### src/rtl/tcc_pkg.sv
// Constants shared by the timer capture/compare register block.
//----------------------------------------------------------------------
// Summary of operation
// - A capture event copies the 16-bit counter value into capture_value.
// - capture_value is driven out as the counter TOP in modes that use it.
// - Each 16-bit register has low byte at base, high byte at base+1.
// - Capture reads are coherent through one shared 8-bit high-byte latch.
// - Compare writes commit both bytes at once through the shared latch.
// - Each compare value is compared with the counter on every timer tick.
// - Capture request needs capture_irq_en bit 5 and global enable.
// - Mask bits 2 and 1 gate compare B and A requests with global enable.
// - Mask bit 0 gates the overflow request with global enable.
// - capture_flag sets on capture, or on reaching TOP in TOP modes.
// - Flags clear on vector execution or by writing one; zero is ignored.
// - Match flags set two clock cycles after a tick where counter equals compare.
// - A forced compare strobe never sets a match flag.
// - overflow_flag sets on counter overflow, timing chosen by mode.
// - A counter write blocks compare matches on the next timer tick.
// - In TOP modes the capture input is disconnected and capture off.
// - capture_edge_sel zero picks falling edge, one picks rising edge.
//----------------------------------------------------------------------
package tcc_pkg;
   localparam logic [7:0] OFS_IRQ_FLAGS = 8'h36;
   localparam logic [7:0] OFS_IRQ_MASK = 8'h6F;
   localparam logic [7:0] OFS_CAPTURE = 8'h86;
   localparam logic [7:0] OFS_COMPARE_A = 8'h88;
   localparam logic [7:0] OFS_COMPARE_B = 8'h8A;
   localparam logic [7:0] OFS_HIGH_BYTE = 8'h01;
   localparam int BIT_CAPTURE = 5;
   localparam int BIT_MATCH_B = 2;
   localparam int BIT_MATCH_A = 1;
   localparam int BIT_OVERFLOW = 0;
   localparam logic [7:0] IRQ_BITS_MASK = 8'h27;
   localparam logic [7:0] RST_IRQ_FLAGS = 8'h00;
   localparam logic [7:0] RST_IRQ_MASK = 8'h00;
   localparam logic [15:0] RST_VALUE16 = 16'h0000;
   localparam logic [7:0] RST_LATCH = 8'h00;
   localparam logic [3:0] MODE_NORMAL = 4'h0;
   localparam logic [3:0] MODE_CLR_A = 4'h4;
   localparam logic [3:0] MODE_CLR_CAP = 4'hC;
   localparam logic [3:0] MODE_PFC_CAP = 4'h8;
   localparam logic [3:0] MODE_PC_CAP = 4'hA;
   localparam logic [3:0] MODE_FAST_CAP = 4'hE;
   localparam int NUM_CHANNELS = 2;
endpackage : tcc_pkg

### src/rtl/tcc_cmp_if.sv
// Signals between the register block and one compare channel.
`timescale 1ns/1ps
`default_nettype none
interface tcc_cmp_if;
   logic [15:0] cmp_value;
   logic [15:0] counter_value;
   logic tick;
   logic block;
   logic force_strobe;
   logic match;
   logic wave;
   modport ctrl (output cmp_value, output counter_value, output tick,
                 output block, output force_strobe, input match,
                 input wave);
   modport chan (input cmp_value, input counter_value, input tick,
                 input block, input force_strobe, output match,
                 output wave);
endinterface : tcc_cmp_if
`default_nettype wire

### src/rtl/tcc_cmp_ch.sv
// One output compare channel: equality test, match pulse, wave pulse.
`timescale 1ns/1ps
`default_nettype none
module tcc_cmp_ch (
   input wire logic sys_clk,
   input wire logic rst_n,
   tcc_cmp_if.chan ch
);
   import tcc_pkg::*;

   logic match_q;
   logic wave_q;
   logic hit;

   // Equality counts only on a timer tick that is not blocked
   assign hit = ch.tick && !ch.block &&
                (ch.counter_value == ch.cmp_value);

   // Match pulse lands one cycle after the equal tick
   always_ff @(posedge sys_clk or negedge rst_n) begin
      if (!rst_n) begin
         match_q <= 1'b0;
      end else begin
         match_q <= hit;
      end
   end

   // Wave pulse also answers a forced strobe; flags never see it
   always_ff @(posedge sys_clk or negedge rst_n) begin
      if (!rst_n) begin
         wave_q <= 1'b0;
      end else begin
         wave_q <= hit || ch.force_strobe;
      end
   end

   assign ch.match = match_q;
   assign ch.wave = wave_q;
endmodule : tcc_cmp_ch
`default_nettype wire

### src/rtl/tcc_capture_compare.sv
// Capture, two compare channels, shared byte latch and interrupt flags.
`timescale 1ns/1ps
`default_nettype none
module tcc_capture_compare (
   input wire logic sys_clk,
   input wire logic rst_n,
   input wire logic [7:0] io_addr,
   input wire logic io_wr,
   input wire logic io_rd,
   input wire logic [7:0] io_wdata,
   output var logic [7:0] io_rdata,
   input wire logic timer_tick,
   input wire logic [15:0] counter_value,
   input wire logic counter_wr,
   input wire logic counter_at_top,
   input wire logic counter_ovf,
   input wire logic [3:0] waveform_mode_sel,
   input wire logic capture_edge_sel,
   input wire logic capture_src_cmp,
   input wire logic capture_pin,
   input wire logic comparator_out,
   input wire logic force_match_a,
   input wire logic force_match_b,
   input wire logic global_irq_en,
   input wire logic vec_capture,
   input wire logic vec_match_a,
   input wire logic vec_match_b,
   input wire logic vec_overflow,
   output var logic irq_capture,
   output var logic irq_match_a,
   output var logic irq_match_b,
   output var logic irq_overflow,
   output var logic [15:0] top_value,
   output var logic compare_a_out,
   output var logic compare_b_out
);
   import tcc_pkg::*;

   //-------------------------------------------------------------------
   // Declarations
   //-------------------------------------------------------------------
   logic [7:0] flags_q;
   logic [7:0] flags_d;
   logic [7:0] mask_q;
   logic [15:0] capture_q;
   logic [15:0] cmp_q [0:NUM_CHANNELS-1];
   logic [7:0] latch_q;
   logic [7:0] rdata_q;
   logic [3:0] irq_q;
   logic cap_prev_q;
   logic block_q;
   logic cap_src;
   logic cap_is_top;
   logic cap_event;
   logic top_event;
   logic ovf_mode_plain;
   logic [NUM_CHANNELS-1:0] match_w;
   logic [NUM_CHANNELS-1:0] wave_w;
   logic [NUM_CHANNELS-1:0] force_w;
   logic wr_flags;
   logic wr_mask;
   logic wr_cap_lo;
   logic wr_cmp_lo [0:NUM_CHANNELS-1];
   logic wr_any_hi;
   logic rd_cap_lo;
   logic rd_cmp_lo [0:NUM_CHANNELS-1];
   logic rd_any_hi;

   //-------------------------------------------------------------------
   // Address decode
   //-------------------------------------------------------------------
   // Data-space addresses only; the I/O alias is the core's remapping
   assign wr_flags = io_wr && (io_addr == OFS_IRQ_FLAGS);
   assign wr_mask = io_wr && (io_addr == OFS_IRQ_MASK);
   assign wr_cap_lo = io_wr && (io_addr == OFS_CAPTURE);
   assign rd_cap_lo = io_rd && (io_addr == OFS_CAPTURE);
   assign wr_any_hi = io_wr &&
      ((io_addr == OFS_CAPTURE + OFS_HIGH_BYTE) ||
       (io_addr == OFS_COMPARE_A + OFS_HIGH_BYTE) ||
       (io_addr == OFS_COMPARE_B + OFS_HIGH_BYTE));
   assign rd_any_hi = io_rd &&
      ((io_addr == OFS_CAPTURE + OFS_HIGH_BYTE) ||
       (io_addr == OFS_COMPARE_A + OFS_HIGH_BYTE) ||
       (io_addr == OFS_COMPARE_B + OFS_HIGH_BYTE));
   assign wr_cmp_lo[0] = io_wr && (io_addr == OFS_COMPARE_A);
   assign wr_cmp_lo[1] = io_wr && (io_addr == OFS_COMPARE_B);
   assign rd_cmp_lo[0] = io_rd && (io_addr == OFS_COMPARE_A);
   assign rd_cmp_lo[1] = io_rd && (io_addr == OFS_COMPARE_B);

   //-------------------------------------------------------------------
   // Capture input
   //-------------------------------------------------------------------
   // Modes that take TOP from capture_value disconnect the input
   assign cap_is_top = (waveform_mode_sel == MODE_PFC_CAP) ||
                       (waveform_mode_sel == MODE_PC_CAP) ||
                       (waveform_mode_sel == MODE_CLR_CAP) ||
                       (waveform_mode_sel == MODE_FAST_CAP);
   assign cap_src = capture_src_cmp ? comparator_out : capture_pin;

   // Previous sample for edge detection; inputs are already synchronous
   always_ff @(posedge sys_clk or negedge rst_n) begin
      if (!rst_n) begin
         cap_prev_q <= 1'b0;
      end else begin
         cap_prev_q <= cap_src;
      end
   end

   assign cap_event = !cap_is_top &&
      (capture_edge_sel ? (cap_src && !cap_prev_q)
                        : (!cap_src && cap_prev_q));
   assign top_event = cap_is_top && timer_tick && counter_at_top;

   // Capture wins over a CPU write in the same cycle: the event is real
   always_ff @(posedge sys_clk or negedge rst_n) begin
      if (!rst_n) begin
         capture_q <= RST_VALUE16;
      end else if (cap_event) begin
         capture_q <= counter_value;
      end else if (wr_cap_lo) begin
         capture_q <= {latch_q, io_wdata};
      end
   end

   // TOP for the counter comes straight from the capture register
   assign top_value = capture_q;

   //-------------------------------------------------------------------
   // Compare values and channels
   //-------------------------------------------------------------------
   assign force_w = {force_match_b, force_match_a};

   // Counter writes block the next tick's match on every channel
   always_ff @(posedge sys_clk or negedge rst_n) begin
      if (!rst_n) begin
         block_q <= 1'b0;
      end else if (counter_wr) begin
         block_q <= 1'b1;
      end else if (timer_tick) begin
         block_q <= 1'b0;
      end
   end

   generate
      for (genvar i = 0; i < NUM_CHANNELS; i++) begin : g_ch
         tcc_cmp_if u_if ();

         // Both bytes land together from the latch and the low byte
         always_ff @(posedge sys_clk or negedge rst_n) begin
            if (!rst_n) begin
               cmp_q[i] <= RST_VALUE16;
            end else if (wr_cmp_lo[i]) begin
               cmp_q[i] <= {latch_q, io_wdata};
            end
         end

         assign u_if.cmp_value = cmp_q[i];
         assign u_if.counter_value = counter_value;
         assign u_if.tick = timer_tick;
         assign u_if.block = block_q;
         assign u_if.force_strobe = force_w[i];
         assign match_w[i] = u_if.match;
         assign wave_w[i] = u_if.wave;

         tcc_cmp_ch u_ch (
            .sys_clk(sys_clk),
            .rst_n(rst_n),
            .ch(u_if.chan)
         );
      end
   endgenerate

   assign compare_a_out = wave_w[0];
   assign compare_b_out = wave_w[1];

   //-------------------------------------------------------------------
   // Shared high-byte latch and read data
   //-------------------------------------------------------------------
   // One latch for all pairs: an interrupt handler touching another
   // pair between the two byte accesses will corrupt the sequence
   always_ff @(posedge sys_clk or negedge rst_n) begin
      if (!rst_n) begin
         latch_q <= RST_LATCH;
      end else if (wr_any_hi) begin
         latch_q <= io_wdata;
      end else if (rd_cap_lo) begin
         latch_q <= capture_q[15:8];
      end else if (rd_cmp_lo[0]) begin
         latch_q <= cmp_q[0][15:8];
      end else if (rd_cmp_lo[1]) begin
         latch_q <= cmp_q[1][15:8];
      end
   end

   // Read data is registered; unmapped addresses read as zero
   always_ff @(posedge sys_clk or negedge rst_n) begin
      if (!rst_n) begin
         rdata_q <= 8'h00;
      end else if (io_rd) begin
         if (rd_any_hi) begin
            rdata_q <= latch_q;
         end else begin
            case (io_addr)
               OFS_IRQ_FLAGS: rdata_q <= flags_q;
               OFS_IRQ_MASK: rdata_q <= mask_q;
               OFS_CAPTURE: rdata_q <= capture_q[7:0];
               OFS_COMPARE_A: rdata_q <= cmp_q[0][7:0];
               OFS_COMPARE_B: rdata_q <= cmp_q[1][7:0];
               default: rdata_q <= 8'h00;
            endcase
         end
      end
   end

   assign io_rdata = rdata_q;

   //-------------------------------------------------------------------
   // Mask and flags
   //-------------------------------------------------------------------
   always_ff @(posedge sys_clk or negedge rst_n) begin
      if (!rst_n) begin
         mask_q <= RST_IRQ_MASK;
      end else if (wr_mask) begin
         mask_q <= io_wdata & IRQ_BITS_MASK;
      end
   end

   // The overflow input is already timed by the counter for PWM modes
   assign ovf_mode_plain = (waveform_mode_sel == MODE_NORMAL) ||
                           (waveform_mode_sel == MODE_CLR_A) ||
                           (waveform_mode_sel == MODE_CLR_CAP);

   // Clears first, sets last, so a new event is never lost
   always_comb begin
      flags_d = flags_q;
      if (wr_flags) begin
         flags_d = flags_q & ~io_wdata;
      end
      if (vec_capture) begin
         flags_d[BIT_CAPTURE] = 1'b0;
      end
      if (vec_match_a) begin
         flags_d[BIT_MATCH_A] = 1'b0;
      end
      if (vec_match_b) begin
         flags_d[BIT_MATCH_B] = 1'b0;
      end
      if (vec_overflow) begin
         flags_d[BIT_OVERFLOW] = 1'b0;
      end
      if (cap_event || top_event) begin
         flags_d[BIT_CAPTURE] = 1'b1;
      end
      if (match_w[0]) begin
         flags_d[BIT_MATCH_A] = 1'b1;
      end
      if (match_w[1]) begin
         flags_d[BIT_MATCH_B] = 1'b1;
      end
      if (counter_ovf && (timer_tick || !ovf_mode_plain)) begin
         flags_d[BIT_OVERFLOW] = 1'b1;
      end
      flags_d = flags_d & IRQ_BITS_MASK;
   end

   always_ff @(posedge sys_clk or negedge rst_n) begin
      if (!rst_n) begin
         flags_q <= RST_IRQ_FLAGS;
      end else begin
         flags_q <= flags_d;
      end
   end

   // Requests need flag, enable and the core's global enable
   always_ff @(posedge sys_clk or negedge rst_n) begin
      if (!rst_n) begin
         irq_q <= 4'h0;
      end else begin
         irq_q[3] <= flags_q[BIT_CAPTURE] && mask_q[BIT_CAPTURE] &&
                     global_irq_en;
         irq_q[2] <= flags_q[BIT_MATCH_B] && mask_q[BIT_MATCH_B] &&
                     global_irq_en;
         irq_q[1] <= flags_q[BIT_MATCH_A] && mask_q[BIT_MATCH_A] &&
                     global_irq_en;
         irq_q[0] <= flags_q[BIT_OVERFLOW] && mask_q[BIT_OVERFLOW] &&
                     global_irq_en;
      end
   end

   assign irq_capture = irq_q[3];
   assign irq_match_b = irq_q[2];
   assign irq_match_a = irq_q[1];
   assign irq_overflow = irq_q[0];
endmodule : tcc_capture_compare
`default_nettype wire

### config.mk
export PLATFORM = sky130hd
export DESIGN_NAME = tcc_capture_compare
export DESIGN_NICKNAME = d
export VERILOG_FILES = /design/src/rtl/tcc_pkg.sv /design/src/rtl/tcc_cmp_if.sv /design/src/rtl/tcc_cmp_ch.sv /design/src/rtl/tcc_capture_compare.sv
export SDC_FILE = /design/constraint.sdc
export NUM_CORES = 1
export LEC_CHECK = 0
export BUFFER_PORTS_ARGS = -buffer_cell sky130_fd_sc_hd__buf_2
export CAP_MARGIN = 20
export CORE_MARGIN = 3
export CORE_UTILIZATION = 40
export CTS_BUF_LIST = sky130_fd_sc_hd__clkbuf_16
export CTS_CLUSTER_SIZE = 40
export DETAILED_ROUTE_END_ITERATION = 16
export SLEW_MARGIN = 20
export SYNTH_ARGS = -nofsm -noshare
export SYNTH_HDL_FRONTEND = slang
export SYNTH_SLANG_ARGS = --single-unit
### constraint.sdc
create_clock -name sys_clk -period 2.4 [get_ports sys_clk]
set_input_delay 0.6 -clock sys_clk [delete_from_list [all_inputs] [get_ports sys_clk]]
set_output_delay 0.6 -clock sys_clk [all_outputs]
set_load 0.02 [all_outputs]
==> results.yml, run 1 <==
outcome:
  status: "finished, final reports clean"
logic_synthesis:
  synthTopCellsByArea: "dfrtp_1 47%, mux2_2 15%, mux2_4 6.9%"
  syn_avg_cell_area_um2: 11.94
  synth_top_area_cell: "dfrtp_1"
  synth_cells: 367
  synth_edf_count: 0
  synth-seq-area-share_pct: 46.83
  synthesis.area_mm2: 0.004382
  synth.top_cell.area_share_pct: 46.83
  syn-num-nets: 422
  synth_ff_type: "dfrtp_1"
  ys_seq_elements: 82
  synth-warning-count: 0
  ys_types: 46
  async_flop_share_pct: 100.0
placement:
  place_congestion: 0.8901
  dp.cells: 596
  pre_cts_ws_ns: -0.2895
  port_buffers: 84
  hpwl_um: 8994
sta:
  timing.fmax_mhz: 430.6
  fin_ws_ns: 0.07741
  worst_pin_slew_ns: 0.5089
  fin_crit_ns: 2.323
  setup_tns_ns: 0
  rsz0062_at_grt: "no"
  finalMaxSlewViolations: 0
  final_hold_viol_count: 0
  post-route-period-util_pct: 96.77
  finalSetupViolations: 0
  relSlewSlack_pct: 66.07
  skew_ns: 0.006641
routing:
  post-route-drc-count: 0
  route.detailed.wl_per_inst_um: 20.05
  drt-pass1-iter-count: 4
  drt_iter0_drc: 181
  dr_total_vias: 3395
  ant_nets: 0
  vias_per_cell: 5.556
  routed_wl_um: 12250
cts:
  clk_latency_ns: 0.34
  clock-sinks: 82
  clockBufferDepth: 2
  path_clk_slew_ns: 0.06
  cts_tree: "done"
  clock-root-buffer: "clkbuf_16"
  post_cts_buffers: 0
  post_cts_resized: 0
  cts.htree.levels: 3
  ctsHoldBuffers: 0
  cts_buffers: 9
critical_path:
  cp_max_fo: 16
  worstPathArrival_ns: 2.55
  required_ns: 2.62
  start_kind: "input port"
  path_class: "in2reg"
  crit_path_end_kind: "flop"
global_route:
  grt_overflow: 0
  antenna_found_initial: 0
  grt_pass1_wl_um: 19170
  gr-usage-all-layers_pct: 20.04
  grt_max_degree: 37
  grt_pass1_vias: 3447
cells_and_area:
  fin_util_pct: 51.79
  diodes: 0
  seq_area_mm2: 0.002052
  drive_above_1_share_pct: 44.00
  nets: 526
  finalNonFillerCells: 611
  area_growth_pct: 24.21
  multi_input_area_mm2: 0.002222
  fillerInstances: 937
pwr:
  ir_worst_vdd_uv: 473.4
  design_power_total_uw: 3951
  power_density_mw_per_mm2: 725.9
  p_leak_uw: 0.002655
floorplan:
  io_pins: 85
  coreArea_mm2: 0.01051
  die-height_um: 110.7
  start_util_pct: 41.70
  dieArea_mm2: 0.01225
  rows: 37
  fp.dieW_um: 110.7
min_path:
  hp-class: "in2async"
job:
  max_cap_violations: 0
## routing by layer
metal,share of wire (%),track usage (%),vias up
met5,0,0,-
met4,1.6,5.665,0
met3,4.3,4.913,20
met2,49,33.01,85
met1,46,26.31,1712
li1,-,-,1578
## where the power goes
part	internal [µW]	leakage (µW)	switching (µW)	total (µW)
combinational	378	0.00141	376	754
sequential	1510	0.00108	136	1650
clock	1010	0.000167	543	1550
total	2900	0.00265	1050	3950
## cell type report
type | count | area share (%)
Clock buffer | 9 | 4.138
Clock inverter | 6 | 1.977
Inverter | 10 | 0.6897
Multi-Input combinational cell | 260 | 40.83
Sequential cell | 82 | 37.70
Tap cell | 136 | 3.126
Timing Repair Buffer | 108 | 11.54
## path summary, 6_finish.rpt
| check | slack [ns] | start | cells after the start | endpoint |
|---|---|---|---|---|
| setup / recovery | 0.08 | io_addr[4] | 5 | top_value[13]$_DFFE_PN0P_ |
| hold / removal | 0.23 | rst_n | 1 | io_rdata[4]$_DFFE_PN0P_ |
| setup reg to reg | 0.71 | g_ch[0].u_if.cmp_value[6]$_DFFE_PN0P_ | 4 | g_ch[0].u_ch.ch.wave$_DFF_PN0_ |
| hold reg to reg | 0.44 | g_ch[1].u_ch.ch.match$_DFF_PN0_ | 1 | flags_q[2]$_DFFE_PN0P_ |
| max in group asynchronous | 1.58 | rst_n | 2 | g_ch[0].u_ch.ch.wave$_DFF_PN0_ |
| min in group sys_clk | 0.44 | g_ch[1].u_ch.ch.match$_DFF_PN0_ | 1 | flags_q[2]$_DFFE_PN0P_ |
## critical path: stages
cell and delay [ns]:
buf_2 0.11, or4b_4 0.54, or4_4 0.69, mux2_4 0.35
mux2_4 0.26
## registers in the layout, summed over array words and instances (netlist names)
register and count:
g_ch.u_if.cmp_value 32, top_value 16, io_rdata 8, latch_q 8, flags_q 4, irq_q 4, mask_q 4, g_ch.u_ch.ch.match 2
g_ch.u_ch.ch.wave 2, block_q 1, cap_prev_q 1
## cells by family after synthesis
family / Yosys count / share of synthesized area, %
XOR/XNOR: 32 / 6.396
AND/OR/NAND/NOR: 82 / 10.28
buffers and inverters: 25 / 2.741
multiplexers: 81 / 22.42
AO/OA/AOI/OAI: 65 / 11.34
flip-flops: 82 / 46.83
## cell usage after synthesis (5+ instances only)
cell type and n:
a22oi_1 16, dfrtp_1 82, a31o_2 5, nor2_1 17
nor4_1 7, mux2_2 57, xnor2_1 16, inv_1 10
nand3_1 7, o2bb2ai_1 12, o21ai_0 9, a31oi_1 5
a221oi_1 8, clkbuf_1 9, nand2_1 21, xor2_1 16
mux2_4 20
## metrics by stage
step / instance area [µm²] / hold slack, ns
finish: 5443 / 0.2260
global route: 5443 / 0.2555
CTS: 5443 / 0.2494
detailed placement: 5110 / 0.4294
global placement: 5110 / 0.4264
floorplan: 4388 / 0.3044
## cell usage in the layout (no fill, tap or decap), types with 9 or more instances in the layout
cell type  count
xor2_1        16
o21ai_0        9
xnor2_1       16
clkbuf_16      9
nand2_1       21
buf_2         83
buf_4         23
nor2_1        17
mux2_4        20
o2bb2ai_1     12
dfrtp_1       82
inv_1         11
mux2_2        57
a22oi_1       16
Note: power is estimated with default switching activity, not from simulation.
==> run 2: changes to the inputs <==
Settings changed: ABC_AREA set to 1.
==> run 2 against run 1 <==
  * Worst setup slack gained 0.57 ns
  * Highest routed layer unchanged
  * Sequential share of layout area shrank 2.9 points
  * Total power shrank 10%
  * Clock skew shrank 0.0019 ns
  * Flip-flop and latch count is the same
  * Utilization shrank 3.3 points
  * Critical endpoint is now top_value[9]$_DFFE_PN0P_
  * Clock-buffer cell count is the same
==> results.yml, run 2 <==
cts:
  post_cts_resized: 0
  clk_latency_ns: 0.35
  ctsHoldBuffers: 0
  cts_buffers: 9
  clock-root-buffer: "clkbuf_16"
  post_cts_buffers: 0
  cts_tree: "done"
  cts.htree.levels: 3
  path_clk_slew_ns: 0.06
  clock-sinks: 82
  clockBufferDepth: 2
min_path:
  hp-class: "in2async"
pwr:
  design_power_total_uw: 3539
  power_density_mw_per_mm2: 600.3
  ir_worst_vdd_uv: 292.3
  p_leak_uw: 0.003078
sta:
  finalSetupViolations: 0
  final_hold_viol_count: 0
  rsz0062_at_grt: "no"
  fin_crit_ns: 1.748
  finalMaxSlewViolations: 0
  whs_ns: 0.1438
  worst_pin_slew_ns: 0.5461
  setup_tns_ns: 0
  skew_ns: 0.004741
  relSlewSlack_pct: 63.47
  timing.fmax_mhz: 571.9
  post-route-period-util_pct: 72.85
global_route:
  grt_pass1_wl_um: 25730
  grt_max_degree: 61
  gr-usage-all-layers_pct: 23.66
  grt_overflow: 0
  grt_pass1_vias: 4815
  antenna_found_initial: 0
logic_synthesis:
  synth_ff_type: "dfrtp_1"
  ys_seq_elements: 82
  synth_top_area_cell: "dfrtp_1"
  async_flop_share_pct: 100.0
  synthTopCellsByArea: "dfrtp_1 41%, nand2_1 13%, nand3_1 12%"
  synthesis.area_mm2: 0.005040
  synth.top_cell.area_share_pct: 40.71
  synth_cells: 707
  syn_avg_cell_area_um2: 7.128
  synth_most_common_cell: "nand2_1"
  synth-seq-area-share_pct: 40.71
  ys_types: 40
  synth_common_cells: "181 x nand2_1, 120 x nand3_1, 90 x inv_1"
  syn-num-nets: 762
  synth_edf_count: 0
  synth-warning-count: 0
cells_and_area:
  seq_area_mm2: 0.002052
  final_common_cell: "nand2_1"
  drive_above_1_share_pct: 18.33
  fin_util_pct: 48.48
  area_growth_pct: 16.98
  diodes: 0
  largest_reg_flops: 32
  nets: 841
  fillerInstances: 1243
  final_area_mm2: 0.005896
  layout.cells.most_common_list: "181 x nand2_1, 120 x nand3_1, 91 x inv_1"
  multi_input_area_mm2: 0.002465
routing:
  routed_wl_um: 16270
  dr_total_vias: 5059
  ant_nets: 0
  drt_iter0_drc: 503
  vias_per_cell: 5.275
  post-route-drc-count: 0
  route.detailed.wl_per_inst_um: 16.97
  drt-pass1-iter-count: 5
floorplan:
  dieArea_mm2: 0.01398
  die-height_um: 118.2
  start_util_pct: 41.44
  rows: 40
  fp.dieW_um: 118.2
  io_pins: 85
  coreArea_mm2: 0.01216
critical_path:
  worstPathArrival_ns: 1.97
  cp_max_fo: 17
  crit_path_end_kind: "flop"
  path_class: "in2reg"
  start_kind: "input port"
  required_ns: 2.63
placement:
  hpwl_um: 12840
  port_buffers: 84
  dpl_cell_area_mm2: 0.005633
  place_congestion: 1.005
outcome:
  status: "finished, final reports clean"
job:
  max_cap_violations: 0
run 2: cell types whose count changed after synthesis, moves of 14 or more:
cell     change
mux2_2      -53
nand4_1     +36
nand2_1    +160
xor2_1      -14
nand3_1    +113
nor2_1      +36
a22oi_1     -16
mux2_4      -20
inv_1       +80
run 2: path summary, 6_finish.rpt:
| kind | startpoint | to | slack, ns | depth (start not counted) |
|---|---|---|---|---|
| setup / recovery | io_addr[4] | top_value[9]$_DFFE_PN0P_ | 0.65 | 9 |
| hold / removal | rst_n | cap_prev_q$_DFF_PN0_ | 0.14 | 1 |
| setup reg to reg | cap_prev_q$_DFF_PN0_ | top_value[9]$_DFFE_PN0P_ | 0.87 | 6 |
| hold reg to reg | g_ch[1].u_ch.ch.match$_DFF_PN0_ | flags_q[2]$_DFFE_PN0P_ | 0.48 | 1 |
| max in group asynchronous | rst_n | g_ch[0].u_if.cmp_value[15]$_DFFE_PN0P_ | 1.62 | 2 |
| min in group sys_clk | force_match_b | g_ch[1].u_ch.ch.wave$_DFF_PN0_ | 0.44 | 3 |
run 2: kinds of logic (layout without fill, tap and decap cells):
kind of cell | Yosys count | count (layout) | share of synthesized area (%)
XOR/XNOR | 7 | 7 | 1.217
buffers and inverters | 128 | 212 | 10.38
AND/OR/NAND/NOR | 436 | 436 | 40.74
multiplexers | 4 | 4 | 0.8937
flip-flops | 82 | 82 | 40.72
AO/OA/AOI/OAI | 50 | 50 | 6.058
run 2: cell type report:
type / instances / share of cell area, %
clock buffers: 9 / 3.820
clock inverters: 7 / 0.6367
inverters: 102 / 6.494
multi-input cells: 497 / 41.81
flip-flops and latches: 82 / 34.80
well taps: 168 / 3.565
repair buffers: 94 / 8.871
run 2: worst max-delay path, cell delays in order:
cell	delay (ns)
buf_2	0.11
inv_1	0.06
nand2_1	0.09
nor2_4	0.30
nand2_4	0.13
nor2_8	0.25
inv_2	0.19
nand3_1	0.14
nand3_1	0.09
run 2: layer usage:
layer | GRT usage, % | up-vias | part of all wire, %
met1 | 33.48 | 2367 | 45
met4 | 9.377 | 0 | 2.6
met3 | 3.349 | 33 | 6.6
li1 | - | 2466 | -
met2 | 36.55 | 193 | 45
met5 | 0 | - | 0
run 2: metrics by stage:
stage          instances  setup WS, ns
3_5_place_dp         943        0.3130
2_1_floorplan        707        0.7739
3_3_place_gp         943        0.3458
5_1_grt              959        0.4949
4_1_cts              959        0.6742
6_report             959        0.6516
run 2: report_power, final:
group,leakage [µW],switching (µW),internal [µW]
logic,0.00193,425,214
registers,0.00102,120,1500
clock network,0.000130,590,688
total,0.00308,1140,2400
==> run 3: changes to the inputs <==
Clock period 2.4 ns to 1.7 ns, I/O delays scaled along.
==> run 3 against run 2 <==
  * Utilization increased by 2.2 points
  * Wire length is 4.2% higher
  * Non-clock buffer count up 24
  * Total power up 47%
  * Die area unchanged
  * Cell area rose by 4.5%
  * Via count rose by 1.2%
  * Clock-buffer cell count did not move
  * Combinational power up 47%
  * The run now ends with negative hold slack left
==> results.yml, run 3 (synthesis results as in run 2) <==
outcome:
  status: "complete, but fails checks"
  violations: "negative hold slack"
floorplan:
  dieArea_mm2: 0.01398
  coreArea_mm2: 0.01216
  die-height_um: 118.2
  rows: 40
  fp.dieW_um: 118.2
  start_util_pct: 41.44
  io_pins: 85
sta:
  skew_ns: 0.007825
  post-route-period-util_pct: 84.80
  whs_ns: -0.005341
  rsz0062_at_grt: "no"
  final_hold_viol_count: 9
  setup_tns_ns: 0
  fin_crit_ns: 1.442
  relSlewSlack_pct: 74.49
  worst_pin_slew_ns: 0.3777
  finalSetupViolations: 0
  finalMaxSlewViolations: 0
  timing.fmax_mhz: 693.7
cts:
  post_cts_resized: 0
  clock-sinks: 82
  cts_buffers: 9
  ctsHoldBuffers: 0
  clk_latency_ns: 0.35
  cts_tree: "done"
  post_cts_buffers: 0
  path_clk_slew_ns: 0.07
  clockBufferDepth: 2
  cts.htree.levels: 3
  clock-root-buffer: "clkbuf_16"
global_route:
  antenna_found_initial: 0
  grt_overflow: 0
  grt_pass1_wl_um: 27060
  grt_pass1_vias: 4944
  gr-usage-all-layers_pct: 24.84
  grt_max_degree: 34
critical_path:
  path_class: "reg2reg"
  crit_path_end_kind: "flop"
  cp_max_fo: 4
  required_ns: 1.91
  worstPathArrival_ns: 1.65
  start_kind: "flop"
pwr:
  pwr-share-comb_pct: 18.2
  seqPwrFrac_pct: 44.0
  power_density_mw_per_mm2: 842.3
  ir_worst_vdd_uv: 534.2
  p_sw_share_pct: 30.92
  p_switching_uw: 1604
  p_leak_uw: 0.003226
  intPower_uw: 3583
  pwr-share-clk_pct: 37.8
cells_and_area:
  final_area_mm2: 0.006158
  fin_util_pct: 50.64
  finalNonFillerCells: 983
  final_common_cell: "nand2_1"
  largest_reg_flops: 32
  nets: 865
  area_growth_pct: 22.19
  layout.cells.most_common_list: "181 x nand2_1, 120 x nand3_1, 90 x inv_1"
  diodes: 0
  fillerInstances: 1240
  drive_above_1_share_pct: 20.74
routing:
  vias_per_cell: 5.207
  routed_wl_um: 16960
  dr_total_vias: 5118
  drt_iter0_drc: 402
  ant_nets: 0
  route.detailed.wl_per_inst_um: 17.25
  post-route-drc-count: 0
  drt-pass1-iter-count: 7
job:
  max_cap_violations: 0
placement:
  dpl_cell_area_mm2: 0.005863
  dp.cells: 967
  port_buffers: 84
  hpwl_um: 13560
  place_congestion: 0.9390
min_path:
  hp-class: "in2async"
run 3: area by class of cell:
class / count / area, µm² / area share [%]
Clock buffer: 9 / 225.2 / 3.657
Clock inverter: 7 / 70.07 / 1.138
Inverter: 102 / 382.9 / 6.217
Multi-Input combinational cell: 497 / 2465 / 40.02
Sequential cell: 82 / 2052 / 33.32
Tap cell: 168 / 210.2 / 3.413
Timing Repair Buffer: 118 / 753.2 / 12.23
run 3: power groups by stage:
stage	Clock [µW]	Sequential (µW)	Combinational (µW)
after CTS	2000	2280	944
after global routing	2080	2300	1040
after detailed placement	0	2320	941
final	1960	2280	943
after global placement	0	2310	931
after floorplan	0	2390	402
run 3: critical path, stage by stage, from the launching register on:
cell and delay, ns:
dfrtp_1 0.46, nand2_1 0.13, nand2_1 0.05, nor3b_1 0.21
nand3b_1 0.10, nor3_1 0.34
run 3: worst paths after layout:
check / depth (start not counted) / to / slack [ns] / start
max: 5 / g_ch[1].u_ch.ch.match$_DFF_PN0_ / 0.26 / g_ch[1].u_if.cmp_value[1]$_DFFE_PN0P_
min: 1 / cap_prev_q$_DFF_PN0_ / -0.005 / rst_n
max reg2reg: 5 / g_ch[1].u_ch.ch.match$_DFF_PN0_ / 0.26 / g_ch[1].u_if.cmp_value[1]$_DFFE_PN0P_
min reg2reg: 1 / flags_q[2]$_DFFE_PN0P_ / 0.44 / g_ch[1].u_ch.ch.match$_DFF_PN0_
max in group asynchronous: 2 / irq_q[0]$_DFF_PN0_ / 1.18 / rst_n
min in group sys_clk: 3 / g_ch[1].u_ch.ch.wave$_DFF_PN0_ / 0.26 / force_match_b
run 3: per-stage QoR:
step                worst slack [ns]  power (µW)
CTS                           0.2562        5227
floorplan                     0.2489        2794
detailed placement          -0.05114        3256
global route                  0.1727        5417
global placement            -0.04811        3240
finish                        0.2584        5187
run 3: routing by layer:
layer  vias up  share of wire, %  GRT usage [%]
met5         -                 0              0
met4         0               2.2          8.718
met3        25               5.7          3.254
met2       177                45          38.23
met1      2395                47          35.88
li1       2521                 -              -
